File: src/ir_defines.svh
// Register offsets, field positions, reset values and divider taps
// Assumes inclusion by bare name from the carrier and timer file
`ifndef IR_DEFINES_SVH
`define IR_DEFINES_SVH

// ************************************************************
// Register-file words (4-bit wide)
// ************************************************************
`define RF_ENV_NEXT     7'h11
`define RF_OUT_CTRL     7'h12
`define RF_CARRIER_CLK  7'h13
`define RF_TIMER_CTRL   7'h33
`define RF_IRQ          7'h3f

// ************************************************************
// Peripheral registers (8-bit, via the transfer buffer)
// ************************************************************
`define PR_LOW_PERIOD   8'h02
`define PR_HIGH_PERIOD  8'h03
`define PR_MATCH_PERIOD 8'h04
`define PR_COUNT_VALUE  8'h05

// ************************************************************
// Field positions and reset values
// ************************************************************
`define TC_RUN          3
`define TC_CLEAR        2
`define OC_STEADY       1
`define OC_ENV          0
`define TC_RESET        4'h8

// ************************************************************
// Prescaler taps: bit n of a free counter runs at fx/2^(n+1)
// ************************************************************
`define TAP_DIV32       4
`define TAP_DIV64       5
`define TAP_DIV256      7

`endif

File: src/ir_pkg.sv
// Types shared by the carrier generator and the timer
// Assumes nothing of its surroundings
package ir_pkg;

  // Count clock source of the modulo timer
  typedef enum logic [1:0] {SRC_DIV32, SRC_DIV64, SRC_DIV256, SRC_CARRIER} count_src_type;

  // Carrier base clock
  typedef enum logic [1:0] {BASE_HALF, BASE_FULL, BASE_DOUBLE, BASE_SPARE} base_clk_type;

  // Carrier phase
  typedef enum logic {PHASE_LOW, PHASE_HIGH} phase_type;

endpackage : ir_pkg

File: src/ir_carrier_and_timer.sv
// Modulo timer, carrier generator control and envelope gating of the IR pin
// Assumes register-file and transfer-buffer strobes on clk_sys = fx
//
// Notes on behaviour
// - Clock select 00/01/10 give fx/32, fx/64, fx/256; 11 counts carrier.
// - Writing the clear bit zeroes counter, and match flag unless a match lands then; it reads 0.
// - Run bit 0 stops counting; 1 counts on falling count-clock edges.
// - Timer control resets to 8H; software sets run again after stop.
// - Carrier uses one counter with high and low period registers.
// - Carrier clock select picks fx/2, fx or 2fx base clock.
// - High and low periods are read and written, match period only written, via the transfer buffer.
// - Steady-high select 0 gives gated carrier, 1 gives the envelope level steady on the pin.
// - Envelope 1 puts carrier on the pin; envelope 0 drives it low.
// - Each match copies the buffered envelope into the envelope.
// - Match-time envelope cut during a high carrier phase waits for carrier low.
// - Envelope 0 halts carrier unless the timer counts the carrier.
// - Buffered envelope start delays the high pulse by one low phase.
// - Each carrier phase lasts period value plus one base-clock cycles, rounded up to even at 2fx.
// - Counter stepping to the match period sets the match flag and restarts at 0.
`timescale 1ns/100ps
`include "ir_defines.svh"
module ir_carrier_and_timer #(
  parameter int WIDTH = 8
) (
  // Clock and reset
  input  wire logic             clk_sys,
  input  wire logic             nrst,
  // Register file, 4-bit words
  input  wire logic [6:0]       rf_addr,
  input  wire logic             rf_we,
  input  wire logic [3:0]       rf_wdata,
  output logic      [3:0]       rf_rdata_q,
  // Peripheral registers through the transfer buffer
  input  wire logic [7:0]       periph_addr,
  input  wire logic             periph_we,
  input  wire logic             periph_re,
  input  wire logic [WIDTH-1:0] transfer_buffer,
  output logic      [WIDTH-1:0] periph_rdata_q,
  // Infrared LED drive
  output logic                  ir_out_pin
);

  // ************************************************************
  // Elaboration check
  // ************************************************************
  if (WIDTH != 8)
  begin : g_bad_width
    $error("timer logic serves 8-bit registers only");
  end

  // ************************************************************
  // Reset release
  // ************************************************************
  logic rst_meta_q;
  logic rst_n_q;

  // Release is synchronised; assertion stays asynchronous
  always_ff @(posedge clk_sys or negedge nrst)
  begin
    if (!nrst)
    begin
      rst_meta_q <= 1'b0;
      rst_n_q    <= 1'b0;
    end
    else
    begin
      rst_meta_q <= 1'b1;
      rst_n_q    <= rst_meta_q;
    end
  end

  // ************************************************************
  // State
  // ************************************************************
  logic                  run_q,       run_d;
  ir_pkg::count_src_type src_q,       src_d;
  ir_pkg::base_clk_type  base_q,      base_d;
  logic                  steady_q,    steady_d;
  logic                  env_q,       env_d;
  logic                  env_next_q,  env_next_d;
  logic                  hold_q,      hold_d;
  logic                  flag_q,      flag_d;
  logic [WIDTH-1:0]      high_q,      high_d;
  logic [WIDTH-1:0]      low_q,       low_d;
  logic [WIDTH-1:0]      match_q,     match_d;
  logic [WIDTH-1:0]      cnt_q,       cnt_d;
  logic [7:0]            pre_q,       pre_d;
  logic                  lvl_q,       lvl_d;
  logic                  pin_d;
  logic [3:0]            rf_rdata_d;
  logic [WIDTH-1:0]      periph_rdata_d;
  logic                  clear_hit;
  logic                  match_hit;
  logic                  carrier_run;
  logic                  carrier;

  // ************************************************************
  // Carrier generator
  // ************************************************************
  ir_carrier_gen #(
    .WIDTH       (WIDTH)
  ) u_carrier (
    .clk_sys     (clk_sys),
    .rst_n       (rst_n_q),
    .run         (carrier_run),
    .base_sel    (base_q),
    .high_period (high_q),
    .low_period  (low_q),
    .carrier     (carrier)
  );

  // ************************************************************
  // Next-state logic
  // ************************************************************
  always_comb
  begin
    logic sel_lvl;
    sel_lvl        = 1'b0;
    run_d          = run_q;
    src_d          = src_q;
    base_d         = base_q;
    steady_d       = steady_q;
    env_d          = env_q;
    env_next_d     = env_next_q;
    hold_d         = hold_q;
    flag_d         = flag_q;
    high_d         = high_q;
    low_d          = low_q;
    match_d        = match_q;
    cnt_d          = cnt_q;
    pre_d          = pre_q + 8'h01;
    rf_rdata_d     = 4'h0;
    periph_rdata_d = periph_rdata_q;

    // Register-file writes
    clear_hit = rf_we && (rf_addr == `RF_TIMER_CTRL) && rf_wdata[`TC_CLEAR];
    if (rf_we && rf_addr == `RF_TIMER_CTRL)
    begin
      run_d = rf_wdata[`TC_RUN];
      src_d = ir_pkg::count_src_type'(rf_wdata[1:0]);
    end
    else if (rf_we && rf_addr == `RF_CARRIER_CLK)
    begin
      base_d = ir_pkg::base_clk_type'(rf_wdata[1:0]);
    end
    else if (rf_we && rf_addr == `RF_OUT_CTRL)
    begin
      steady_d = rf_wdata[`OC_STEADY];
      env_d    = rf_wdata[`OC_ENV];
    end
    else if (rf_we && rf_addr == `RF_ENV_NEXT)
    begin
      env_next_d = rf_wdata[0];
    end
    else if (rf_we && rf_addr == `RF_IRQ)
    begin
      flag_d = rf_wdata[0];
    end

    // Peripheral writes via the transfer buffer
    if (periph_we && periph_addr == `PR_HIGH_PERIOD)
    begin
      high_d = transfer_buffer;
    end
    else if (periph_we && periph_addr == `PR_LOW_PERIOD)
    begin
      low_d = transfer_buffer;
    end
    else if (periph_we && periph_addr == `PR_MATCH_PERIOD)
    begin
      match_d = transfer_buffer;
    end

    // Count clock select and falling-edge detect
    case (src_q)
      ir_pkg::SRC_DIV32:  sel_lvl = pre_q[`TAP_DIV32];
      ir_pkg::SRC_DIV64:  sel_lvl = pre_q[`TAP_DIV64];
      ir_pkg::SRC_DIV256: sel_lvl = pre_q[`TAP_DIV256];
      default:            sel_lvl = carrier;
    endcase
    lvl_d = sel_lvl;

    // Zero match period never matches, even on counter wrap
    match_hit = run_q && lvl_q && !sel_lvl && (match_q != '0)
                && ((cnt_q + 8'h01) == match_q);
    if (clear_hit)
    begin
      cnt_d  = '0;
      flag_d = 1'b0;
    end
    else if (match_hit)
    begin
      cnt_d = '0;
    end
    else if (run_q && lvl_q && !sel_lvl)
    begin
      cnt_d = cnt_q + 8'h01;
    end
    // A match in the clearing cycle still raises the flag
    if (match_hit)
    begin
      flag_d = 1'b1;
    end

    // Envelope transfer; a cut during a high carrier phase is held off
    if (match_hit)
    begin
      env_d  = env_next_q;
      hold_d = env_q && carrier && !env_next_q;
    end
    else if (hold_q && !carrier)
    begin
      hold_d = 1'b0;
    end

    // Carrier keeps running whenever the timer counts from it
    carrier_run = env_q || hold_q || (src_q == ir_pkg::SRC_CARRIER);
    pin_d = steady_q ? env_q : (carrier && (env_q || hold_q));

    // Register-file read, one cycle behind the address
    if (rf_addr == `RF_TIMER_CTRL)
    begin
      rf_rdata_d = {run_q, 1'b0, src_q};
    end
    else if (rf_addr == `RF_IRQ)
    begin
      rf_rdata_d = {3'h0, flag_q};
    end
    else if (rf_addr == `RF_CARRIER_CLK)
    begin
      rf_rdata_d = {2'h0, base_q};
    end
    else if (rf_addr == `RF_OUT_CTRL)
    begin
      rf_rdata_d = {2'h0, steady_q, env_q};
    end
    else if (rf_addr == `RF_ENV_NEXT)
    begin
      rf_rdata_d = {3'h0, env_next_q};
    end

    // Peripheral read; match period is write-only and reads zero
    if (periph_re && periph_addr == `PR_HIGH_PERIOD)
    begin
      periph_rdata_d = high_q;
    end
    else if (periph_re && periph_addr == `PR_LOW_PERIOD)
    begin
      periph_rdata_d = low_q;
    end
    else if (periph_re && periph_addr == `PR_COUNT_VALUE)
    begin
      periph_rdata_d = cnt_q;
    end
    else if (periph_re)
    begin
      periph_rdata_d = '0;
    end
  end

  // ************************************************************
  // Registers
  // ************************************************************
  // Period registers have no defined value in hardware; zero is chosen
  always_ff @(posedge clk_sys or negedge rst_n_q)
  begin
    if (!rst_n_q)
    begin
      run_q          <= 1'(`TC_RESET >> `TC_RUN);
      src_q          <= ir_pkg::SRC_DIV32;
      base_q         <= ir_pkg::BASE_HALF;
      steady_q       <= 1'b0;
      env_q          <= 1'b0;
      env_next_q     <= 1'b0;
      hold_q         <= 1'b0;
      flag_q         <= 1'b0;
      high_q         <= '0;
      low_q          <= '0;
      match_q        <= '0;
      cnt_q          <= '0;
      pre_q          <= 8'h00;
      lvl_q          <= 1'b0;
      ir_out_pin     <= 1'b0;
      rf_rdata_q     <= 4'h0;
      periph_rdata_q <= '0;
    end
    else
    begin
      run_q          <= run_d;
      src_q          <= src_d;
      base_q         <= base_d;
      steady_q       <= steady_d;
      env_q          <= env_d;
      env_next_q     <= env_next_d;
      hold_q         <= hold_d;
      flag_q         <= flag_d;
      high_q         <= high_d;
      low_q          <= low_d;
      match_q        <= match_d;
      cnt_q          <= cnt_d;
      pre_q          <= pre_d;
      lvl_q          <= lvl_d;
      ir_out_pin     <= pin_d;
      rf_rdata_q     <= rf_rdata_d;
      periph_rdata_q <= periph_rdata_d;
    end
  end

  // ************************************************************
  // Checks
  // ************************************************************
  a_clear_zeroes_count: assert property (@(posedge clk_sys) disable iff (!rst_n_q)
    clear_hit |=> (cnt_q == '0) && !rf_rdata_q[`TC_CLEAR])
    else $error("clear did not zero counter");

  a_stop_holds_count: assert property (@(posedge clk_sys) disable iff (!rst_n_q)
    (!run_q && !clear_hit) |=> $stable(cnt_q))
    else $error("counter moved while stopped");

  a_match_sets_flag: assert property (@(posedge clk_sys) disable iff (!rst_n_q)
    match_hit |=> flag_q ##1 (flag_q || $past(rf_we)))
    else $error("match flag not set");

  a_match_restarts: assert property (@(posedge clk_sys) disable iff (!rst_n_q)
    match_hit |=> (cnt_q == '0) && (env_q == $past(env_next_q)))
    else $error("match did not restart or transfer");

  a_env_low_pin: assert property (@(posedge clk_sys) disable iff (!rst_n_q)
    (!env_q && !hold_q) |=> !ir_out_pin)
    else $error("pin high without envelope");

  a_steady_pin: assert property (@(posedge clk_sys) disable iff (!rst_n_q)
    (steady_q && env_q) |=> ir_out_pin)
    else $error("steady mode pin not high");

  a_hold_follows: assert property (@(posedge clk_sys) disable iff (!rst_n_q)
    (hold_q && carrier && !steady_q) |=> ir_out_pin)
    else $error("held carrier pulse cut short");

  a_halt_carrier: assert property (@(posedge clk_sys) disable iff (!rst_n_q)
    !carrier_run |=> !carrier)
    else $error("carrier ran while halted");

endmodule : ir_carrier_and_timer

File: src/ir_carrier_gen.sv
// Carrier generator: one phase counter, high and low period inputs
// Assumes synchronous active-low reset copy and one clock, clk_sys = fx
`timescale 1ns/100ps
module ir_carrier_gen #(
  parameter int WIDTH = 8
) (
  // Clock and reset
  input  wire logic             clk_sys,
  input  wire logic             rst_n,
  // Control
  input  wire logic             run,
  input  wire logic [1:0]       base_sel,
  input  wire logic [WIDTH-1:0] high_period,
  input  wire logic [WIDTH-1:0] low_period,
  // Carrier level
  output logic                  carrier
);

  // ************************************************************
  // Elaboration check
  // ************************************************************
  if (WIDTH < 2 || WIDTH > 16)
  begin : g_bad_width
    $error("carrier width out of range");
  end

  logic                  half_q;
  logic                  half_d;
  logic [WIDTH:0]        cnt_q;
  logic [WIDTH:0]        cnt_d;
  ir_pkg::phase_type     ph_q;
  ir_pkg::phase_type     ph_d;

  assign carrier = (ph_q == ir_pkg::PHASE_HIGH);

  // ************************************************************
  // Phase counter
  // ************************************************************
  // Double base clock advances two units per fx cycle, so odd lengths round up
  always_comb
  begin
    logic [1:0]       step;
    logic [WIDTH:0]   limit;
    logic [WIDTH+1:0] nxt;
    step   = 2'd1;
    limit  = '0;
    nxt    = '0;
    half_d = ~half_q;
    ph_d   = ph_q;
    cnt_d  = cnt_q;
    case (ir_pkg::base_clk_type'(base_sel))
      ir_pkg::BASE_HALF:   step = half_q ? 2'd1 : 2'd0;
      ir_pkg::BASE_DOUBLE: step = 2'd2;
      default:             step = 2'd1;
    endcase
    limit = (ph_q == ir_pkg::PHASE_HIGH) ? {1'b0, high_period} : {1'b0, low_period};
    nxt   = {1'b0, cnt_q} + {{WIDTH{1'b0}}, step};
    // Halted generator parks in the low phase, so a restart begins low
    if (!run)
    begin
      ph_d  = ir_pkg::PHASE_LOW;
      cnt_d = '0;
    end
    else if (step != 2'd0)
    begin
      if (nxt > {1'b0, limit})
      begin
        cnt_d = '0;
        ph_d  = (ph_q == ir_pkg::PHASE_HIGH) ? ir_pkg::PHASE_LOW : ir_pkg::PHASE_HIGH;
      end
      else
      begin
        cnt_d = nxt[WIDTH:0];
      end
    end
  end

  always_ff @(posedge clk_sys or negedge rst_n)
  begin
    if (!rst_n)
    begin
      half_q <= 1'b0;
      cnt_q  <= '0;
      ph_q   <= ir_pkg::PHASE_LOW;
    end
    else
    begin
      half_q <= half_d;
      cnt_q  <= cnt_d;
      ph_q   <= ph_d;
    end
  end

  // Zero period at full rate gives a one-cycle high phase
  a_phase_high_len: assert property (@(posedge clk_sys) disable iff (!rst_n)
    (run && base_sel == 2'd1 && ph_q == ir_pkg::PHASE_HIGH && cnt_q == {1'b0, high_period})
    |=> (ph_q == ir_pkg::PHASE_LOW || !run))
    else $error("high phase length wrong");

endmodule : ir_carrier_gen

File: config.mk
export PLATFORM = sky130hd
export DESIGN_NAME = ir_carrier_and_timer
export DESIGN_NICKNAME = d
export VERILOG_FILES = /design/src/ir_pkg.sv /design/src/ir_carrier_and_timer.sv /design/src/ir_carrier_gen.sv
export VERILOG_INCLUDE_DIRS = /design/src
export SDC_FILE = /design/constraint.sdc
export NUM_CORES = 1
export LEC_CHECK = 0
export BUFFER_PORTS_ARGS = -buffer_cell sky130_fd_sc_hd__buf_2
export CELL_PAD_IN_SITES_DETAIL_PLACEMENT = 1
export CELL_PAD_IN_SITES_GLOBAL_PLACEMENT = 1
export CORE_AREA = 5 5 111 92
export CTS_CLUSTER_DIAMETER = 100
export DETAILED_ROUTE_END_ITERATION = 6
export DIE_AREA = 0 0 116 97
export PLACE_DENSITY_LB_ADDON = 0.1
export SLEW_MARGIN = 20
export SYNTH_ARGS = -nofsm -noshare
export SYNTH_HDL_FRONTEND = slang
export SYNTH_HIERARCHICAL = 1
export SYNTH_SLANG_ARGS = --single-unit
File: constraint.sdc
create_clock -name clk_sys -period 2.8 [get_ports clk_sys]
set_input_delay 0.56 -clock clk_sys [delete_from_list [all_inputs] [get_ports clk_sys]]
set_output_delay 0.56 -clock clk_sys [all_outputs]
set_load 0.02 [all_outputs]
==> impl_results.md <==
* Worst slew pin tran at 0.546 ns
* Mapped Nets at 423
* Fmax at 354 MHz
* Post-synth EDFFs at 0
* Final Slew Violations at 0
* Detailed Place HPWL at ~7500 um
* Die area at 11300 sq um
* Row count at 31
* Nets at a little under 500
* Post-Route WL at a little over 10000 um
* Root buffer cell: clkbuf_16
* Worst skew pair latency at 0.34 ns
* Hold Path Class: reg -> async
* Peak supply drop at around 460 uV
* Placed cell area at between 4000 and 5000 sq um
* Async set-reset flop share out of synthesis at 100%
* Drc violations at 0
* Final hold viol count at 0
* Clk_skew at 0.00585 ns
* Mapped Cells at 378
* Vias at 3149
* Die Y at slightly below 100 um
* Die W at 116 um
* Initial DRC count at 160
* Buffers on Ports at 43
* Syn. warnings at 6
* R2r endpoint: u_carrier/cnt_q[7]
* CTS sink cnt at 76
* Fraction of layout cells with a size suffix above 1 at 36.5%
* Max Cap Viol at 0
* CP max-delay cell: dfrtp_1
* Placed insts at 537
* CTS Buf Count at 9
* Crit path largest cell delay at 0.40 ns
* Critical path, cell by cell: o21bai_4 -> ha_4 -> fa_2 -> buf_4 -> xor2_1 -> ha_1 -> nand4_1 -> o21bai_1 -> a41o_2 -> buf_6 -> nand4_1 -> o211ai_1
* PwrDens at ~640 nW/um^2
* Number of H-tree levels at 3
* Main area contributors after synthesis: dfrtp_1 (45%), mux2_2 (11%), ha_1 (3.6%), xnor2_1 (3.6%), nand2_1 (2.9%)
* Critical Path Fanout Max at 3
* Core region area at 8920 sq um
* Drt pass-1 iters at 4
* Vias in the first global route at 3298
* Critical path type: reg -> reg
* Netlist Area Pre-Place at 4140 sq um
* CP required at 3.01 ns
* Final Util at about 58%
* Pre-CTS setup slack at -0.123 ns
* Worst R2R Start: base_q[0]
* Leak pwr at between 2 and 2.5 nW
* Avg Cell Area, Syn at 10.9 sq um
* Sequential element share of the synthesized area at 46.0%
* Setup violators final at 2
* Worst setup SP type: register
* Final hold slack at 0.218 ns
* Via/cell ratio at roughly 5.6
* Final WS setup at -0.0264 ns
* N_diodes at 0
* Setup slack, reg-to-reg at -0.03 ns
* Grt ovf at 0
* Initial Util at 46.4%
* Period minus WS final at roughly 2.8 ns
* CP Data Arrival Time at ~3 ns
* Gpl congestion at 0.809
* Worst setup startpoint: base_q[0]
* Setup crit end: u_carrier/cnt_q[7]
* CTS tree: yes
* Largest area contributor in the netlist: dfrtp_1
* Largest net degree at the start of global routing at 75
* ANT nets after route at 0
* Setup TNS at -0.0469 ns
* Yosys reg bits at between 70 and 80
* First-pass GRT wire length at 17000 um
* Worst reg-to-reg path cell count at 12
* Non-filler cells, final at 562
* Post-route cell area at 5130 sq um
* Netlist cell types at 63
* CP Capture Type: register
* CTS clock-pin slew for the worst setup and hold paths at 0.06 ns
* Routed WL per cell at 18.4 um
* I/O Pins at 45
* Top cell type's share of synthesized area at 45.4%
* Main synth FF type: dfrtp_1
* Pwr Total at 3.26 mW
* Final period util at 101%
* Worst path most repeated cell: nand4_1
* Initial antenna violation count at 0
* Max_slew headroom at 63.3%
* Status: finished with violations
* Gr usage total at 19.3%
* Max Root-Sink Buffers at 2
* Area Growth Syn to Fin at 24.0%
* Violated checks: setup timing
* RSZ-0062 raised after global routing: true
how the worst min path moves through the flow:
stage                             to  slack [ns]  cells after the start
after floorplan           rst_meta_q        0.26                      0
after global placement    rst_meta_q        0.34                      1
after detailed placement     rst_n_q        0.34                      0
after CTS                    rst_n_q        0.36                      0
after global routing        cnt_q[2]        0.25                      0
final                       cnt_q[2]        0.22                      0
metal layers:
layer / global-route usage, % / wire [um] / vias to the layer above
met3: 5.24 / 439 / 7
met5: 0 / 0 / -
met4: 3.93 / 66 / 0
li1: - / - / 1501
met2: 28.8 / 4830 / 62
met1: 28.0 / 4980 / 1579
logic make-up (layout without fill, tap and decap cells):
| group | Yosys count | count (layout) | synth area share, % |
|---|---|---|---|
| other | 2 | 2 | 0.182 |
| buffers and inverters | 26 | 95 | 2.99 |
| multiplexers | 50 | 50 | 13.9 |
| flip-flops | 76 | 76 | 46.0 |
| XOR/XNOR | 25 | 25 | 5.29 |
| AO/OA/AOI/OAI | 63 | 63 | 10.9 |
| AND/OR/NAND/NOR | 123 | 123 | 16.6 |
| adder cells (fa/ha/maj) | 13 | 13 | 4.11 |
worst max-delay path, delay by kind of cell (launching register included):
| family | cells | cell delay [ns] |
|---|---|---|
| fa+ha+maj | 3 | 0.84 |
| compound gates | 4 | 0.77 |
| buf+inv | 2 | 0.29 |
| xor+xnor | 1 | 0.16 |
| simple gates | 2 | 0.22 |
| flops | 1 | 0.40 |
Yosys cell counts, types with 3 or more instances:
master    instances
clkbuf_1          9
mux2i_1           9
xor2_1            8
nor4_1            5
nand3_1          11
a32oi_1           3
nor2_1           15
a211oi_1          3
and2_1            3
ha_1             12
nor2_2            6
xnor2_1          17
o21bai_1          3
inv_1            10
nor2b_1           8
nand3b_1          5
o211ai_1          3
nor3_1            7
buf_2             3
nand3_4           3
and3_1            6
nand4_1           7
o21ai_0          10
a21o_1            3
a21oi_1          15
a22oi_1           4
mux2_2           39
nand2_1          32
nand2b_1          4
dfrtp_1          75
area by class of cell:
cell class              count  area (sq um)
inverters                  10          37.5
fillers                   974          3790
clock inverters             6           113
multi-input cells         276          2260
flip-flops and latches     76          1910
repair buffers             69           440
clock buffers              10           229
well taps                 115           144
timing repair:
| item | in CTS | in global routing |
|---|---|---|
| endpoints found under the setup margin | 9 | 9 |
| hold buffers | 1 | 0 |
| setup buffers | 3 | 4 |
| gates resized for setup | 7 | 24 |
| pin swaps | 2 | 20 |
| hold endpoints to repair | 2 | 0 |
where the power goes:
group / total, mW / internal, mW / switching, mW
clock: 1.33 / 0.872 / 0.460
sequential: 1.28 / 1.18 / 0.108
combinational: 0.647 / 0.287 / 0.361
sequential cells by signal, indices dropped and copies added (netlist names), 2 cells and up:
name             count
pre_q                8
base_q               2
rf_rdata_q           3
u_carrier/cnt_q      9
src_q                2
high_q               8
match_q              8
low_q                8
cnt_q                8
periph_rdata_q       8
cell usage in the layout, fill, tap and decap left out, types with 3 or more instances in the layout:
cell type	synthesis	routed
dfrtp_1	75	73
buf_2	3	43
mux2_2	39	39
nand2_1	32	32
buf_4	2	22
nor2_1	15	15
xnor2_1	17	14
a21oi_1	15	13
ha_1	12	10
inv_1	10	9
mux2i_1	9	9
nand3_1	11	9
clkbuf_16	0	9
xor2_1	8	8
nor2b_1	8	7
nor3_1	7	7
nand4_1	7	7
o21ai_0	10	6
nor2_2	6	6
nor4_1	5	5
and3_1	6	5
nand3b_1	5	5
nand2b_1	4	4
nand3_4	3	4
a22oi_1	4	4
o21ai_2	0	4
o211ai_1	3	3
a211oi_1	3	3
a21o_1	3	3
and2_1	3	3
a32oi_1	3	3
bufinv_16	0	3
No activity file was read; power rests on OpenSTA's default activity.
